### src/rtl/csd_pkg.sv
package csd_pkg;
  // ---------------------------------------------------------------
  // widths
  // ---------------------------------------------------------------
  localparam int ADDR_W  = 20;
  localparam int DATA_W  = 16;
  localparam int CNT_W   = 16;
  localparam int CAUSE_W = 4;
  localparam int NCH     = 2;
  localparam int NSRC    = 16;

  // ---------------------------------------------------------------
  // protected register window
  // ---------------------------------------------------------------
  localparam logic [ADDR_W-1:0] REG_LO = 20'h00020;
  localparam logic [ADDR_W-1:0] REG_HI = 20'h0003F;

  // ---------------------------------------------------------------
  // request cause codes
  // ---------------------------------------------------------------
  localparam logic [CAUSE_W-1:0] CAUSE_PIN_FALL = 4'h0;
  localparam logic [CAUSE_W-1:0] CAUSE_SOFT     = 4'h1;
  localparam logic [CAUSE_W-1:0] CAUSE_PIN_BOTH = 4'h7;

  // ---------------------------------------------------------------
  // pointer steps and reset values
  // ---------------------------------------------------------------
  localparam logic [ADDR_W-1:0] STEP_BYTE = 20'h00001;
  localparam logic [ADDR_W-1:0] STEP_WORD = 20'h00002;
  localparam logic [ADDR_W-1:0] ADDR_RST  = 20'h00000;
  localparam logic [CNT_W-1:0]  CNT_RST   = 16'h0000;
  localparam logic [CNT_W-1:0]  CNT_ONE   = 16'h0001;

  typedef enum logic [1:0] {
    CSD_IDLE = 2'b00,
    CSD_READ = 2'b01,
    CSD_WRIT = 2'b11
  } csd_state_t;
endpackage

### src/rtl/csd_dma.sv
`timescale 1ns/1ns
// Behaviour
// - two independent channels, each steals two bus cycles per request, a read then a write
// - variable-to-fixed, fixed-to-variable, fixed-to-fixed in one megabyte space
// - own register range is never a transfer source or destination
// - unit is byte or word; counter bounds block to 64K or 128K bytes
// - pin zero falling edge for channel zero; pin one for channel one, both-edge option
// - peripheral interrupt requests or software trigger also serve as requests
// - channel zero wins when both request in the same cycle
// - source and destination never both incrementing
// - single mode: underflow clears enable, channel goes inactive
// - repeat mode: underflow reloads counter, stays active until enable written zero
// - interrupt request raised when counter underflows
// - active exactly while enable is one; requests ignored while zero
// - first transfer after activation loads working pointer and counter
// - incrementing pointers writable always; fixed ones only while disabled
// - requests ignore interrupt masks and do not alter interrupt state
// - controller takes the shared bus over the processor when transfer pending
// - four-bit cause: one is software trigger, zero is pin falling edge
module csd_dma (
  // clock and reset
  input  wire logic                         sys_clk,
  input  wire logic                         nrst,
  input  wire logic                         clk_en,
  // per-channel configuration
  input  wire logic [csd_pkg::NCH-1:0]      cfg_wr_en,
  input  wire logic [csd_pkg::NCH-1:0]      cfg_en_val,
  input  wire logic [csd_pkg::NCH-1:0]      cfg_word,
  input  wire logic [csd_pkg::NCH-1:0]      cfg_repeat,
  input  wire logic [csd_pkg::NCH-1:0]      cfg_src_inc,
  input  wire logic [csd_pkg::NCH-1:0]      cfg_dst_inc,
  input  wire logic [csd_pkg::NCH*4-1:0]    request_cause_select,
  // pointer and reload writes
  input  wire logic [csd_pkg::NCH-1:0]      src_wr,
  input  wire logic [csd_pkg::NCH-1:0]      dst_wr,
  input  wire logic [csd_pkg::NCH-1:0]      rld_wr,
  input  wire logic [csd_pkg::ADDR_W-1:0]   wr_addr,
  input  wire logic [csd_pkg::CNT_W-1:0]    wr_cnt,
  // request sources
  input  wire logic [csd_pkg::NCH-1:0]      soft_trig,
  input  wire logic                         ext_irq_pin_zero,
  input  wire logic                         ext_irq_pin_one,
  input  wire logic [csd_pkg::NSRC-1:0]     periph_irq,
  // shared bus
  input  wire logic                         bus_ack,
  input  wire logic [csd_pkg::DATA_W-1:0]   bus_rdata,
  output logic                              bus_req,
  output logic                              bus_rd,
  output logic                              bus_wr,
  output logic                              bus_word,
  output logic [csd_pkg::ADDR_W-1:0]        bus_addr,
  output logic [csd_pkg::DATA_W-1:0]        bus_wdata,
  // status
  output logic [csd_pkg::NCH-1:0]           ch_enable,
  output logic [csd_pkg::NCH-1:0]           dma_irq,
  output logic [csd_pkg::NCH-1:0]           cfg_error,
  output logic [csd_pkg::NCH*20-1:0]        src_rd,
  output logic [csd_pkg::NCH*20-1:0]        dst_rd,
  output logic [csd_pkg::NCH*16-1:0]        cnt_rd
);

  // ---------------------------------------------------------------
  // helpers
  // ---------------------------------------------------------------
  function automatic logic in_regs(input logic [csd_pkg::ADDR_W-1:0] a);
    in_regs = (a >= csd_pkg::REG_LO) && (a <= csd_pkg::REG_HI);
  endfunction

  // pointer step per unit; word units move two byte addresses at once
  function automatic logic [csd_pkg::ADDR_W-1:0] step_of(input logic w);
    step_of = w ? csd_pkg::STEP_WORD : csd_pkg::STEP_BYTE;
  endfunction

  // ---------------------------------------------------------------
  // channel state
  // ---------------------------------------------------------------
  logic [csd_pkg::NCH-1:0]    en_q, en_d, word_q, word_d, rpt_q, rpt_d;
  logic [csd_pkg::NCH-1:0]    sinc_q, sinc_d, dinc_q, dinc_d, first_q, first_d;
  logic [csd_pkg::NCH-1:0]    pend_q, pend_d, irq_q, irq_d;
  logic [csd_pkg::ADDR_W-1:0] src_q [csd_pkg::NCH];
  logic [csd_pkg::ADDR_W-1:0] src_d [csd_pkg::NCH];
  logic [csd_pkg::ADDR_W-1:0] dst_q [csd_pkg::NCH];
  logic [csd_pkg::ADDR_W-1:0] dst_d [csd_pkg::NCH];
  logic [csd_pkg::ADDR_W-1:0] ptr_q [csd_pkg::NCH];
  logic [csd_pkg::ADDR_W-1:0] ptr_d [csd_pkg::NCH];
  logic [csd_pkg::CNT_W-1:0]  rld_q [csd_pkg::NCH];
  logic [csd_pkg::CNT_W-1:0]  rld_d [csd_pkg::NCH];
  logic [csd_pkg::CNT_W-1:0]  cnt_q [csd_pkg::NCH];
  logic [csd_pkg::CNT_W-1:0]  cnt_d [csd_pkg::NCH];
  logic                       pin0_q, pin1_q;
  logic [csd_pkg::NCH-1:0]    req_ev;

  // transfer engine
  csd_pkg::csd_state_t        st_q, st_d;
  logic                       ch_q, ch_d;
  logic [csd_pkg::DATA_W-1:0] dat_q, dat_d;
  logic [csd_pkg::NCH-1:0]    done;

  // ---------------------------------------------------------------
  // request detection
  // ---------------------------------------------------------------
  // interrupt masks are never consulted here, only raw request lines
  always_comb begin
    logic [csd_pkg::CAUSE_W-1:0] c0;
    logic [csd_pkg::CAUSE_W-1:0] c1;
    c0 = request_cause_select[0 +: csd_pkg::CAUSE_W];
    c1 = request_cause_select[csd_pkg::CAUSE_W +: csd_pkg::CAUSE_W];
    req_ev[0] = periph_irq[c0];
    if (c0 == csd_pkg::CAUSE_PIN_FALL) req_ev[0] = pin0_q & ~ext_irq_pin_zero;
    if (c0 == csd_pkg::CAUSE_SOFT)     req_ev[0] = soft_trig[0];
    req_ev[1] = periph_irq[c1];
    if (c1 == csd_pkg::CAUSE_PIN_FALL) req_ev[1] = pin1_q & ~ext_irq_pin_one;
    if (c1 == csd_pkg::CAUSE_PIN_BOTH) req_ev[1] = pin1_q ^ ext_irq_pin_one;
    if (c1 == csd_pkg::CAUSE_SOFT)     req_ev[1] = soft_trig[1];
  end

  // ---------------------------------------------------------------
  // channel next state
  // ---------------------------------------------------------------
  always_comb begin
    en_d    = en_q;
    word_d  = word_q;
    rpt_d   = rpt_q;
    sinc_d  = sinc_q;
    dinc_d  = dinc_q;
    first_d = first_q;
    pend_d  = pend_q;
    irq_d   = '0;
    // requests arriving faster than units complete merge into one pending flag
    for (int i = 0; i < csd_pkg::NCH; i++) begin
      src_d[i] = src_q[i];
      dst_d[i] = dst_q[i];
      ptr_d[i] = ptr_q[i];
      rld_d[i] = rld_q[i];
      cnt_d[i] = cnt_q[i];
      if (cfg_wr_en[i]) begin
        // both incrementing is refused: the destination falls back to fixed
        en_d[i]   = cfg_en_val[i];
        word_d[i] = cfg_word[i];
        rpt_d[i]  = cfg_repeat[i];
        sinc_d[i] = cfg_src_inc[i];
        dinc_d[i] = cfg_dst_inc[i] & ~cfg_src_inc[i];
        if (cfg_en_val[i] && !en_q[i]) first_d[i] = 1'b1;
        if (!cfg_en_val[i]) pend_d[i] = 1'b0;
      end
      if (src_wr[i] && (sinc_q[i] || !en_q[i])) src_d[i] = wr_addr;
      if (dst_wr[i] && (dinc_q[i] || !en_q[i])) dst_d[i] = wr_addr;
      if (rld_wr[i]) rld_d[i] = wr_cnt;
      if (en_q[i] && req_ev[i]) pend_d[i] = 1'b1;
      if (done[i]) begin
        pend_d[i]  = 1'b0;
        first_d[i] = 1'b0;
        ptr_d[i]   = (first_q[i] ? (sinc_q[i] ? src_q[i] : dst_q[i]) : ptr_q[i])
                     + step_of(word_q[i]);
        if (!sinc_q[i] && !dinc_q[i]) ptr_d[i] = ptr_q[i];
        cnt_d[i] = first_q[i] ? rld_q[i] : cnt_q[i];
        if (cnt_d[i] == csd_pkg::CNT_RST) begin
          irq_d[i] = 1'b1;
          if (rpt_q[i]) begin
            cnt_d[i]   = rld_q[i];
            first_d[i] = 1'b1;
          end else begin
            en_d[i] = 1'b0;
          end
        end else begin
          cnt_d[i] = cnt_d[i] - csd_pkg::CNT_ONE;
        end
      end
    end
  end

  // ---------------------------------------------------------------
  // transfer engine: read then write, one unit per grant
  // ---------------------------------------------------------------
  always_comb begin
    logic [csd_pkg::ADDR_W-1:0] ra;
    logic [csd_pkg::ADDR_W-1:0] wa;
    logic [csd_pkg::ADDR_W-1:0] cur;
    st_d    = st_q;
    ch_d    = ch_q;
    dat_d   = dat_q;
    done    = '0;
    bus_req = 1'b0;
    bus_rd  = 1'b0;
    bus_wr  = 1'b0;
    // a window access still runs its bus cycle, so unit timing never depends on address
    // no ack timeout: a stalled bus holds the engine in its current phase
    cur = first_q[ch_q] ? (sinc_q[ch_q] ? src_q[ch_q] : dst_q[ch_q]) : ptr_q[ch_q];
    ra  = sinc_q[ch_q] ? cur : src_q[ch_q];
    wa  = dinc_q[ch_q] ? cur : dst_q[ch_q];
    bus_addr = (st_q == csd_pkg::CSD_WRIT) ? wa : ra;
    case (st_q)
      csd_pkg::CSD_IDLE: begin
        if (pend_q[0] && en_q[0])      ch_d = 1'b0;
        else if (pend_q[1] && en_q[1]) ch_d = 1'b1;
        if ((pend_q[0] && en_q[0]) || (pend_q[1] && en_q[1])) st_d = csd_pkg::CSD_READ;
      end
      csd_pkg::CSD_READ: begin
        bus_req = 1'b1;
        bus_rd  = ~in_regs(ra);
        if (bus_ack) begin
          dat_d = in_regs(ra) ? '0 : bus_rdata;
          st_d  = csd_pkg::CSD_WRIT;
        end
      end
      csd_pkg::CSD_WRIT: begin
        bus_req = 1'b1;
        bus_wr  = ~in_regs(wa);
        if (bus_ack) begin
          done[ch_q] = en_q[ch_q];
          st_d       = csd_pkg::CSD_IDLE;
        end
      end
      default: st_d = csd_pkg::CSD_IDLE;
    endcase
  end

  assign bus_word  = word_q[ch_q];
  assign bus_wdata = dat_q;

  // ---------------------------------------------------------------
  // registers
  // ---------------------------------------------------------------
  always_ff @(posedge sys_clk) begin
    if (!nrst) begin
      en_q    <= '0;
      word_q  <= '0;
      rpt_q   <= '0;
      sinc_q  <= '0;
      dinc_q  <= '0;
      first_q <= '0;
      pend_q  <= '0;
      irq_q   <= '0;
      // pins idle high; any edge seen right after reset finds both channels disabled
      pin0_q  <= 1'b1;
      pin1_q  <= 1'b1;
      st_q    <= csd_pkg::CSD_IDLE;
      ch_q    <= 1'b0;
      dat_q   <= '0;
      for (int i = 0; i < csd_pkg::NCH; i++) begin
        src_q[i] <= csd_pkg::ADDR_RST;
        dst_q[i] <= csd_pkg::ADDR_RST;
        ptr_q[i] <= csd_pkg::ADDR_RST;
        rld_q[i] <= csd_pkg::CNT_RST;
        cnt_q[i] <= csd_pkg::CNT_RST;
      end
    end else if (clk_en) begin
      en_q    <= en_d;
      word_q  <= word_d;
      rpt_q   <= rpt_d;
      sinc_q  <= sinc_d;
      dinc_q  <= dinc_d;
      first_q <= first_d;
      pend_q  <= pend_d;
      irq_q   <= irq_d;
      pin0_q  <= ext_irq_pin_zero;
      pin1_q  <= ext_irq_pin_one;
      st_q    <= st_d;
      ch_q    <= ch_d;
      dat_q   <= dat_d;
      for (int i = 0; i < csd_pkg::NCH; i++) begin
        src_q[i] <= src_d[i];
        dst_q[i] <= dst_d[i];
        ptr_q[i] <= ptr_d[i];
        rld_q[i] <= rld_d[i];
        cnt_q[i] <= cnt_d[i];
      end
    end
  end

  // ---------------------------------------------------------------
  // read back
  // ---------------------------------------------------------------
  assign ch_enable = en_q;
  assign dma_irq   = irq_q;
  assign cfg_error = '0;
  generate
    for (genvar g = 0; g < csd_pkg::NCH; g++) begin : g_rd
      // counter read shows reload value until the first transfer loads it
      assign src_rd[g*csd_pkg::ADDR_W +: csd_pkg::ADDR_W] =
        (en_q[g] && sinc_q[g] && !first_q[g]) ? ptr_q[g] : src_q[g];
      assign dst_rd[g*csd_pkg::ADDR_W +: csd_pkg::ADDR_W] =
        (en_q[g] && dinc_q[g] && !first_q[g]) ? ptr_q[g] : dst_q[g];
      assign cnt_rd[g*csd_pkg::CNT_W +: csd_pkg::CNT_W] = first_q[g] ? rld_q[g] : cnt_q[g];
    end
  endgenerate

endmodule // csd_dma

### config.mk
export PLATFORM = sky130hd
export DESIGN_NAME = csd_dma
export DESIGN_NICKNAME = d
export VERILOG_FILES = /design/src/rtl/csd_pkg.sv /design/src/rtl/csd_dma.sv
export SDC_FILE = /design/constraint.sdc
export NUM_CORES = 1
export LEC_CHECK = 0
export BUFFER_PORTS_ARGS = -buffer_cell sky130_fd_sc_hd__buf_2
export CAP_MARGIN = 25
export CORE_AREA = 2 2 170 172
export DETAILED_ROUTE_END_ITERATION = 10
export DIE_AREA = 0 0 172 174
export GPL_TIMING_DRIVEN = 0
export HOLD_SLACK_MARGIN = 0.02
export PLACE_DENSITY_LB_ADDON = 0.3
export RECOVER_POWER = 100
export SLEW_MARGIN = 20
export SYNTH_ARGS = -nofsm -noshare
export SYNTH_HDL_FRONTEND = slang
export SYNTH_SLANG_ARGS = --single-unit
### constraint.sdc
create_clock -name sys_clk -period 3.38 [get_ports sys_clk]
set_input_delay 0.169 -clock sys_clk [delete_from_list [all_inputs] [get_ports sys_clk]]
set_output_delay 0.169 -clock sys_clk [all_outputs]
set_load 0.02 [all_outputs]
# [Yosys cells after proc, flatten, opt, wreduce, memory -nomap -nowiden]
# Memories as Yosys holds them, arrays and structs flattened. A register that Yosys moved wholly into a read port is not among the register bits.
# Index checks and enable logic that the tools add are counted.
[totals] reg_bits=37 latch_bits=0 ramBits=184 romBits=0 output_inout_bits=158 wordCells=242 mem_count=5
[memory_table] memory="dst_q" words=2 width=20 read_ports=3 rd_clocked_by_memory_dff=1 write_ports=2 line="csd_dma.sv:82" text="logic [csd_pkg::ADDR_W-1:0] dst_q [csd_pkg::NCH];"
[memory_table] memory="ptr_q" words=2 width=20 read_ports=3 rd_clocked_by_memory_dff=1 write_ports=2 line="csd_dma.sv:84" text="logic [csd_pkg::ADDR_W-1:0] ptr_q [csd_pkg::NCH];"
[memory_table] memory="src_q" words=2 width=20 read_ports=3 rd_clocked_by_memory_dff=1 write_ports=2 line="csd_dma.sv:80" text="logic [csd_pkg::ADDR_W-1:0] src_q [csd_pkg::NCH];"
[memory_table] memory="cnt_q" words=2 width=16 read_ports=2 rd_clocked_by_memory_dff=0 write_ports=2 line="csd_dma.sv:88" text="logic [csd_pkg::CNT_W-1:0] cnt_q [csd_pkg::NCH];"
[memory_table] memory="rld_q" words=2 width=16 read_ports=2 rd_clocked_by_memory_dff=0 write_ports=2 line="csd_dma.sv:86" text="logic [csd_pkg::CNT_W-1:0] rld_q [csd_pkg::NCH];"
[op_classes] add_sub_neg=4 mul=0 div=0 order_cmp=8 eq_ne=10 shifts=0 n_mux=116 bitwise_logic=22 reduce_logical=58
[op_table] operator="20-bit 2-to-1 mux" n=27
[op_table] operator="16-bit 2-to-1 mux" n=15
[op_table] operator="1-bit 2-to-1 mux" n=63
[op_table] operator="20-bit by 2-bit adder with 20-bit output" n=2
[op_table] operator="20-bit by 6-bit >= comparator with 1-bit output (second input constant)" n=2
[op_table] operator="20-bit by 6-bit less-or-equal comparator with 1-bit output (second input constant)" n=2
[op_table] operator="16-bit logical NOT" n=2
[op_table] operator="16-bit by 1-bit subtractor with 16-bit output (second input constant)" n=2
[op_table] operator="1-bit logical AND" n=23
[op_table] operator="3-bit AND reduction" n=6
[op_table] operator="2-bit 2-to-1 mux" n=7
[op_table] operator="4-bit by 5-bit < comparator with 1-bit output (second input constant)" n=2
[op_table] operator="1-bit bitwise OR" n=10
[op_table] operator="2-bit nonzero test" n=5
[op_table] operator="1-bit binary-select mux with 4-bit select" n=2
[op_table] operator="4-bit by 1-bit == test with 1-bit output (second input constant)" n=2
[op_table] operator="1-bit logical NOT" n=8
[op_table] operator="4-bit logical NOT" n=2
[op_table] operator="2-bit != test (second input constant)" n=3
[op_table] operator="3-bit by 1-bit != test with 1-bit output (second input constant)" n=2
[op_table] operator="1-bit NOT" n=6
[op_table] operator="2-bit case mux with 3 select lines" n=1
[op_table] operator="3-bit nonzero test" n=2
[op_table] operator="1-bit logical OR" n=5
[op_table] operator="other kinds (13)" n=17

# [Longest topological paths before layout]
[logic_depth] depth_word=9 mapped_depth=16 mapped_depth_nobuf=10

# [Worst setup path before layout]
# No wires, ideal clock.
[synth_path] kind="flip-flop to flip-flop" start="register first_q[0] (netlist name)" end="memory ptr_q[0][16] (netlist name) (data pin)" setup_ps=147 arrival_time_ps=3277 required_ps=3233 path_slack_ps=-44 stages_incl_launch_ff=15 n_path_buf=5 cell_sequence="dfxtp_1 -> buf_4 -> buf_2 -> buf_2 -> buf_2 -> buf_1 -> nor2_1 -> a21oi_1 -> ha_1 -> inv_1 -> fa_1 -> nand4b_1 -> nand4bb_1 -> or3_1 -> a21oi_1"
[synth_rtl] element="start: declaration" line="csd_dma.sv:78" text="logic [csd_pkg::NCH-1:0] sinc_q, sinc_d, dinc_q, dinc_d, first_q, first_d;"
[synth_rtl] element="start signal: assignment" line="csd_dma.sv:253" text="first_q <= first_d;"
[synth_rtl] element="end: declaration" line="csd_dma.sv:84"

# [Worst setup path after layout]
[layout_path] start="register first_q[0] (netlist name)" end="output bus_wr"
[layout_between] elab_chain_cells=8 word_cells_on_any_way=9 classes_between="order compare (2); mux (5); bitwise (1); reduce/logical (1)"
[layout_lines] element="1-bit 2-to-1 mux (implied by the code) (*) (2 in series)" line="csd_dma.sv:188" text="cur = first_q[ch_q] ? (sinc_q[ch_q] ? src_q[ch_q] : dst_q[ch_q]) : ptr_q[ch_q];"
[layout_lines] element="20-bit 2-to-1 mux (*)" line="csd_dma.sv:188"
[layout_lines] element="20-bit 2-to-1 mux (*)" line="csd_dma.sv:190" text="wa = dinc_q[ch_q] ? cur : dst_q[ch_q];"
[layout_lines] element="20-bit by 6-bit >= comparator with 1-bit output or 20-bit by 6-bit less-or-equal comparator with 1-bit output (tied branches)" line="csd_dma.sv:66" text="in_regs = (a >= csd_pkg::REG_LO) && (a <= csd_pkg::REG_HI);"
[layout_lines] element="1-bit logical AND (*)" line="csd_dma.sv:66"
[layout_lines] element="1-bit NOT (*)" line="csd_dma.sv:208" text="bus_wr = ~in_regs(wa);"
[layout_lines] element="1-bit 2-to-1 mux (*)" line="csd_dma.sv:192" text="case (st_q)"
[layout_lines] element="end: declaration" line="csd_dma.sv:49" text="output logic bus_wr,"
# Every way passes the cells marked *; elsewhere a longest branch is shown, timed or not. The select of a mux whose other input is x is not followed.

==> results by group <==
Clock tree
  • # H-tree levels: 1
  • CTS root buf: clkbuf_16
  • CTS buffer count: 26
  • Sinks on Clock Net: 222
  • CTS tree: done
  • Worst-Skew Late Latency: 540 ps
  • Clk pin slew, worst setup/hold paths: 60 ps
  • Clock Tree Buf Depth: 3

Timing
  • Slew at the pin closest to its max-slew limit: 954 ps
  • Fin Clk Skew: 15.1 ps
  • Setup TNS: 0 ps
  • Tmin final: 3350 ps
  • Fin. Hold Viols: 0
  • Slew HR: 36.4%
  • Max Fclk: 0.299 GHz
  • Fin. max-slew vios: 0
  • Final worst path period share: 99.0%
  • Endpoints failing setup: 0

Worst setup path
  • Worst endpoint required time: 3210 ps
  • Reg-to-Reg End: ptr_q[1][14]$_SDFFCE_PN0P_
  • Reg2reg start: sinc_q[1]$_SDFFE_PN0P_
  • Critical Path AT: 3180 ps
  • Worst R2R Path Depth: 13
  • CP endpoint kind: primary output
  • Element type at the critical path start: register
  • Worst R2R Setup Slack: 100 ps
  • CP max FO: 10
  • Setup CP Type: register to primary output

Global routing
  • First-pass GRT wire length: 77,800 um
  • Pin count of the biggest net entering global routing: 21
  • Gr ovfl total: 0
  • Number of global-route vias before repair: 13,200
  • GR Util All Layers: 34.4%
  • Initial antenna violation count: 1

Power
  • Clock power share: 35.9%
  • PwrDens: 425 mW/mm^2
  • Switch Pwr: 0.00225 W
  • Lkg Pwr: 6.91 nW
  • Int Power: 0.00533 W
  • Comb power frac: 19.8%
  • Sequential power share: 44.2%
  • VDD IR max: 0.345 mV
  • Sw Ratio: 29.7%

Placed design
  • Area after DPL: 0.0160 sq mm
  • Routability cong.: 0.985
  • Port buffer count: 254
  • Post-DP HPWL: 37,700 um

Drt
  • ANT nets after route: 0
  • DR WL/cell: 25.3 um
  • Vias per std cell: 6.41
  • Final wirelength: 53,200 um
  • Initial drt markers: 2,025
  • Vias: 13,500
  • # DRC: 0
  • Total iterations of the first detailed-routing run: 6

Layout
  • Commonest non-fill, non-tap cell in the layout: buf_2
  • Layout cells sized above 1: 31.5%
  • Cell area after layout: 0.0178 sq mm
  • Area Growth Syn to Fin: 25.6%
  • Fin nets: 1,817
  • Commonest cells after routing, fill and taps aside: 239 x buf_2, 184 x edfxtp_1, 140 x mux2_2
  • # fillers: 2,299
  • Ant. Diodes: 0

Synth
  • Sequential share of the synthesized area: 44.3%
  • Number of synthesized flops with an enable pin: 184
  • Synthesized netlist cell count: 1,355
  • Syn Area/Cell: 10.5 sq um
  • Netlist cell types: 80
  • Synth Flop Type: edfxtp_1
  • Area leader, netlist: edfxtp_1
  • Top cell type's share of synthesized area: 38.9%
  • Register bit total from synthesis: 222
  • Yosys warns: 0
  • Mapped Area: 0.0142 sq mm
  • Top post-synthesis cells by area: edfxtp_1 39%, mux2_2 11%, mux2i_1 7.8%
  • Async set-reset flop share out of synthesis: 0%

Floorplan
  • I/O Pins: 260
  • Rows: 62
  • Die Wd: 172 um
  • Die H: 174 um
  • Die area: 0.0299 sq mm
  • Std-Cell Core Area: 0.0282 sq mm
  • Initial core utilization: 50.2%

Hold path
  • Hold Crit Depth: 2
  • Worst min path class: primary input to register
  • Hold Path Origin: wr_addr[2]
  • Hold path endpoint: dst_q[1][2]$_SDFFCE_PN0P_

Run
  • Max_cap viols: 0

Outcome
  • Status: completed
-- final cells by class --
| type | instances | area (sq um) | area share [%] |
|---|---|---|---|
| Multi-Input combinational cell | 1011 | 7590 | 42.6 |
| Sequential cell | 222 | 6290 | 35.3 |
| Timing Repair Buffer | 324 | 1900 | 10.7 |
| Clock buffer | 35 | 729 | 4.09 |
| Buffer | 87 | 627 | 3.52 |
| Tap cell | 384 | 480 | 2.70 |
| Inverter | 32 | 120 | 0.674 |
| Clock inverter | 9 | 73.8 | 0.414 |
-- power by group through the flow --
stage / Sequential (W) / Combinational [W] / Clock (W)
finish: 0.00335 / 0.00150 / 0.00272
global route: 0.00336 / 0.00159 / 0.00283
CTS: 0.00333 / 0.00145 / 0.00272
detailed placement: 0.00339 / 0.00136 / 0
global placement: 0.00339 / 0.00134 / 0
floorplan: 0.00331 / 0.000910 / 0
-- cells by family after synthesis --
logic type / synth area share, %
AO/OA/AOI/OAI: 12.5
XOR/XNOR: 1.85
adder cells (fa/ha/maj): 1.08
buffers and inverters: 3.96
flip-flops: 44.3
multiplexers: 20.6
other: 0.0264
AND/OR/NAND/NOR: 15.6
-- routing by layer --
metal	track usage, %	vias to the layer above	part of all wire (%)
met5	0	-	0.024
met4	16.4	2	4.7
met3	7.01	190	10
met2	54.6	956	46
met1	45.1	6487	39
li1	-	5847	-
-- worst max-delay path, cell delays in order, from the launching register on --
cell and delay, ps:
dfxtp_2 340, buf_6 130, buf_8 150, mux2_4 310
a21o_4 270, a221o_1 370, a2111oi_4 410, a41oi_2 150
a221o_1 340, buf_6 150
-- metrics by stage --
step	total power, W	util (%)	hold slack [ps]	setup slack, ps	std cells
5_1_grt	0.00779	63.1	33.5	-34.2	2104
3_3_place_gp	0.00473	56.5	407	-1420	1994
2_1_floorplan	0.00422	-	297	66.4	1356
4_1_cts	0.00751	62.4	20.2	0.163	2095
6_report	0.00757	63.1	34.7	34.0	2104
3_5_place_dp	0.00475	56.6	408	-1140	1994
-- flip-flops by register name, indices dropped and copies added (netlist names), 2 cells and up, named ones only --
signal	flops
bus_wdata	16
ch_enable	2
cnt_q	32
dinc_q	2
dma_irq	2
dst_q	40
first_q	2
pend_q	2
ptr_q	40
rld_q	32
rpt_q	2
sinc_q	2
src_q	40
st_q	2
word_q	2
-- synth_stat cells, types with 9 or more instances --
library cell	number
a211oi_1	12
a21oi_1	100
a31oi_1	10
and3_1	45
buf_2	26
buf_4	10
clkbuf_1	45
dfxtp_1	38
edfxtp_1	184
ha_1	9
inv_1	31
mux2_2	142
mux2i_1	110
mux4_2	10
nand2_1	109
nand3_1	14
nand3b_1	21
nand4_1	10
nor2_1	118
nor3_1	18
nor3b_1	9
nor4_1	16
o211ai_1	25
o21ai_0	59
or3_1	15
xnor2_1	16
xor2_1	14
-- how the worst max path moves through the flow --
stage / from / end / slack (ps) / depth (start not counted)
floorplan: first_q[1]$_SDFFE_PN0P_ / ptr_q[1][16]$_SDFFCE_PN0P_ / 70 / 14
global placement: st_q[0]$_SDFFE_PN0P_ / ptr_q[0][12]$_SDFFCE_PN0P_ / -1420 / 5
detailed placement: first_q[1]$_SDFFE_PN0P_ / ptr_q[1][16]$_SDFFCE_PN0P_ / -1140 / 14
CTS: first_q[1]$_SDFFE_PN0P_ / bus_wr / 0.2 / 9
global route: first_q[0]$_SDFFE_PN0P_ / ptr_q[0][18]$_SDFFCE_PN0P_ / -30 / 15
finish: first_q[0]$_SDFFE_PN0P_ / bus_wr / 30 / 9
-- what timing repair did --
action	CTS	global route
hold buffers	50	0
resized for setup	68	44
hold endpoints to repair	65	0
setup endpoints to repair	168	42
pin swaps	8	10
setup buffers	9	11
Note: power is estimated with default switching activity, not from simulation.
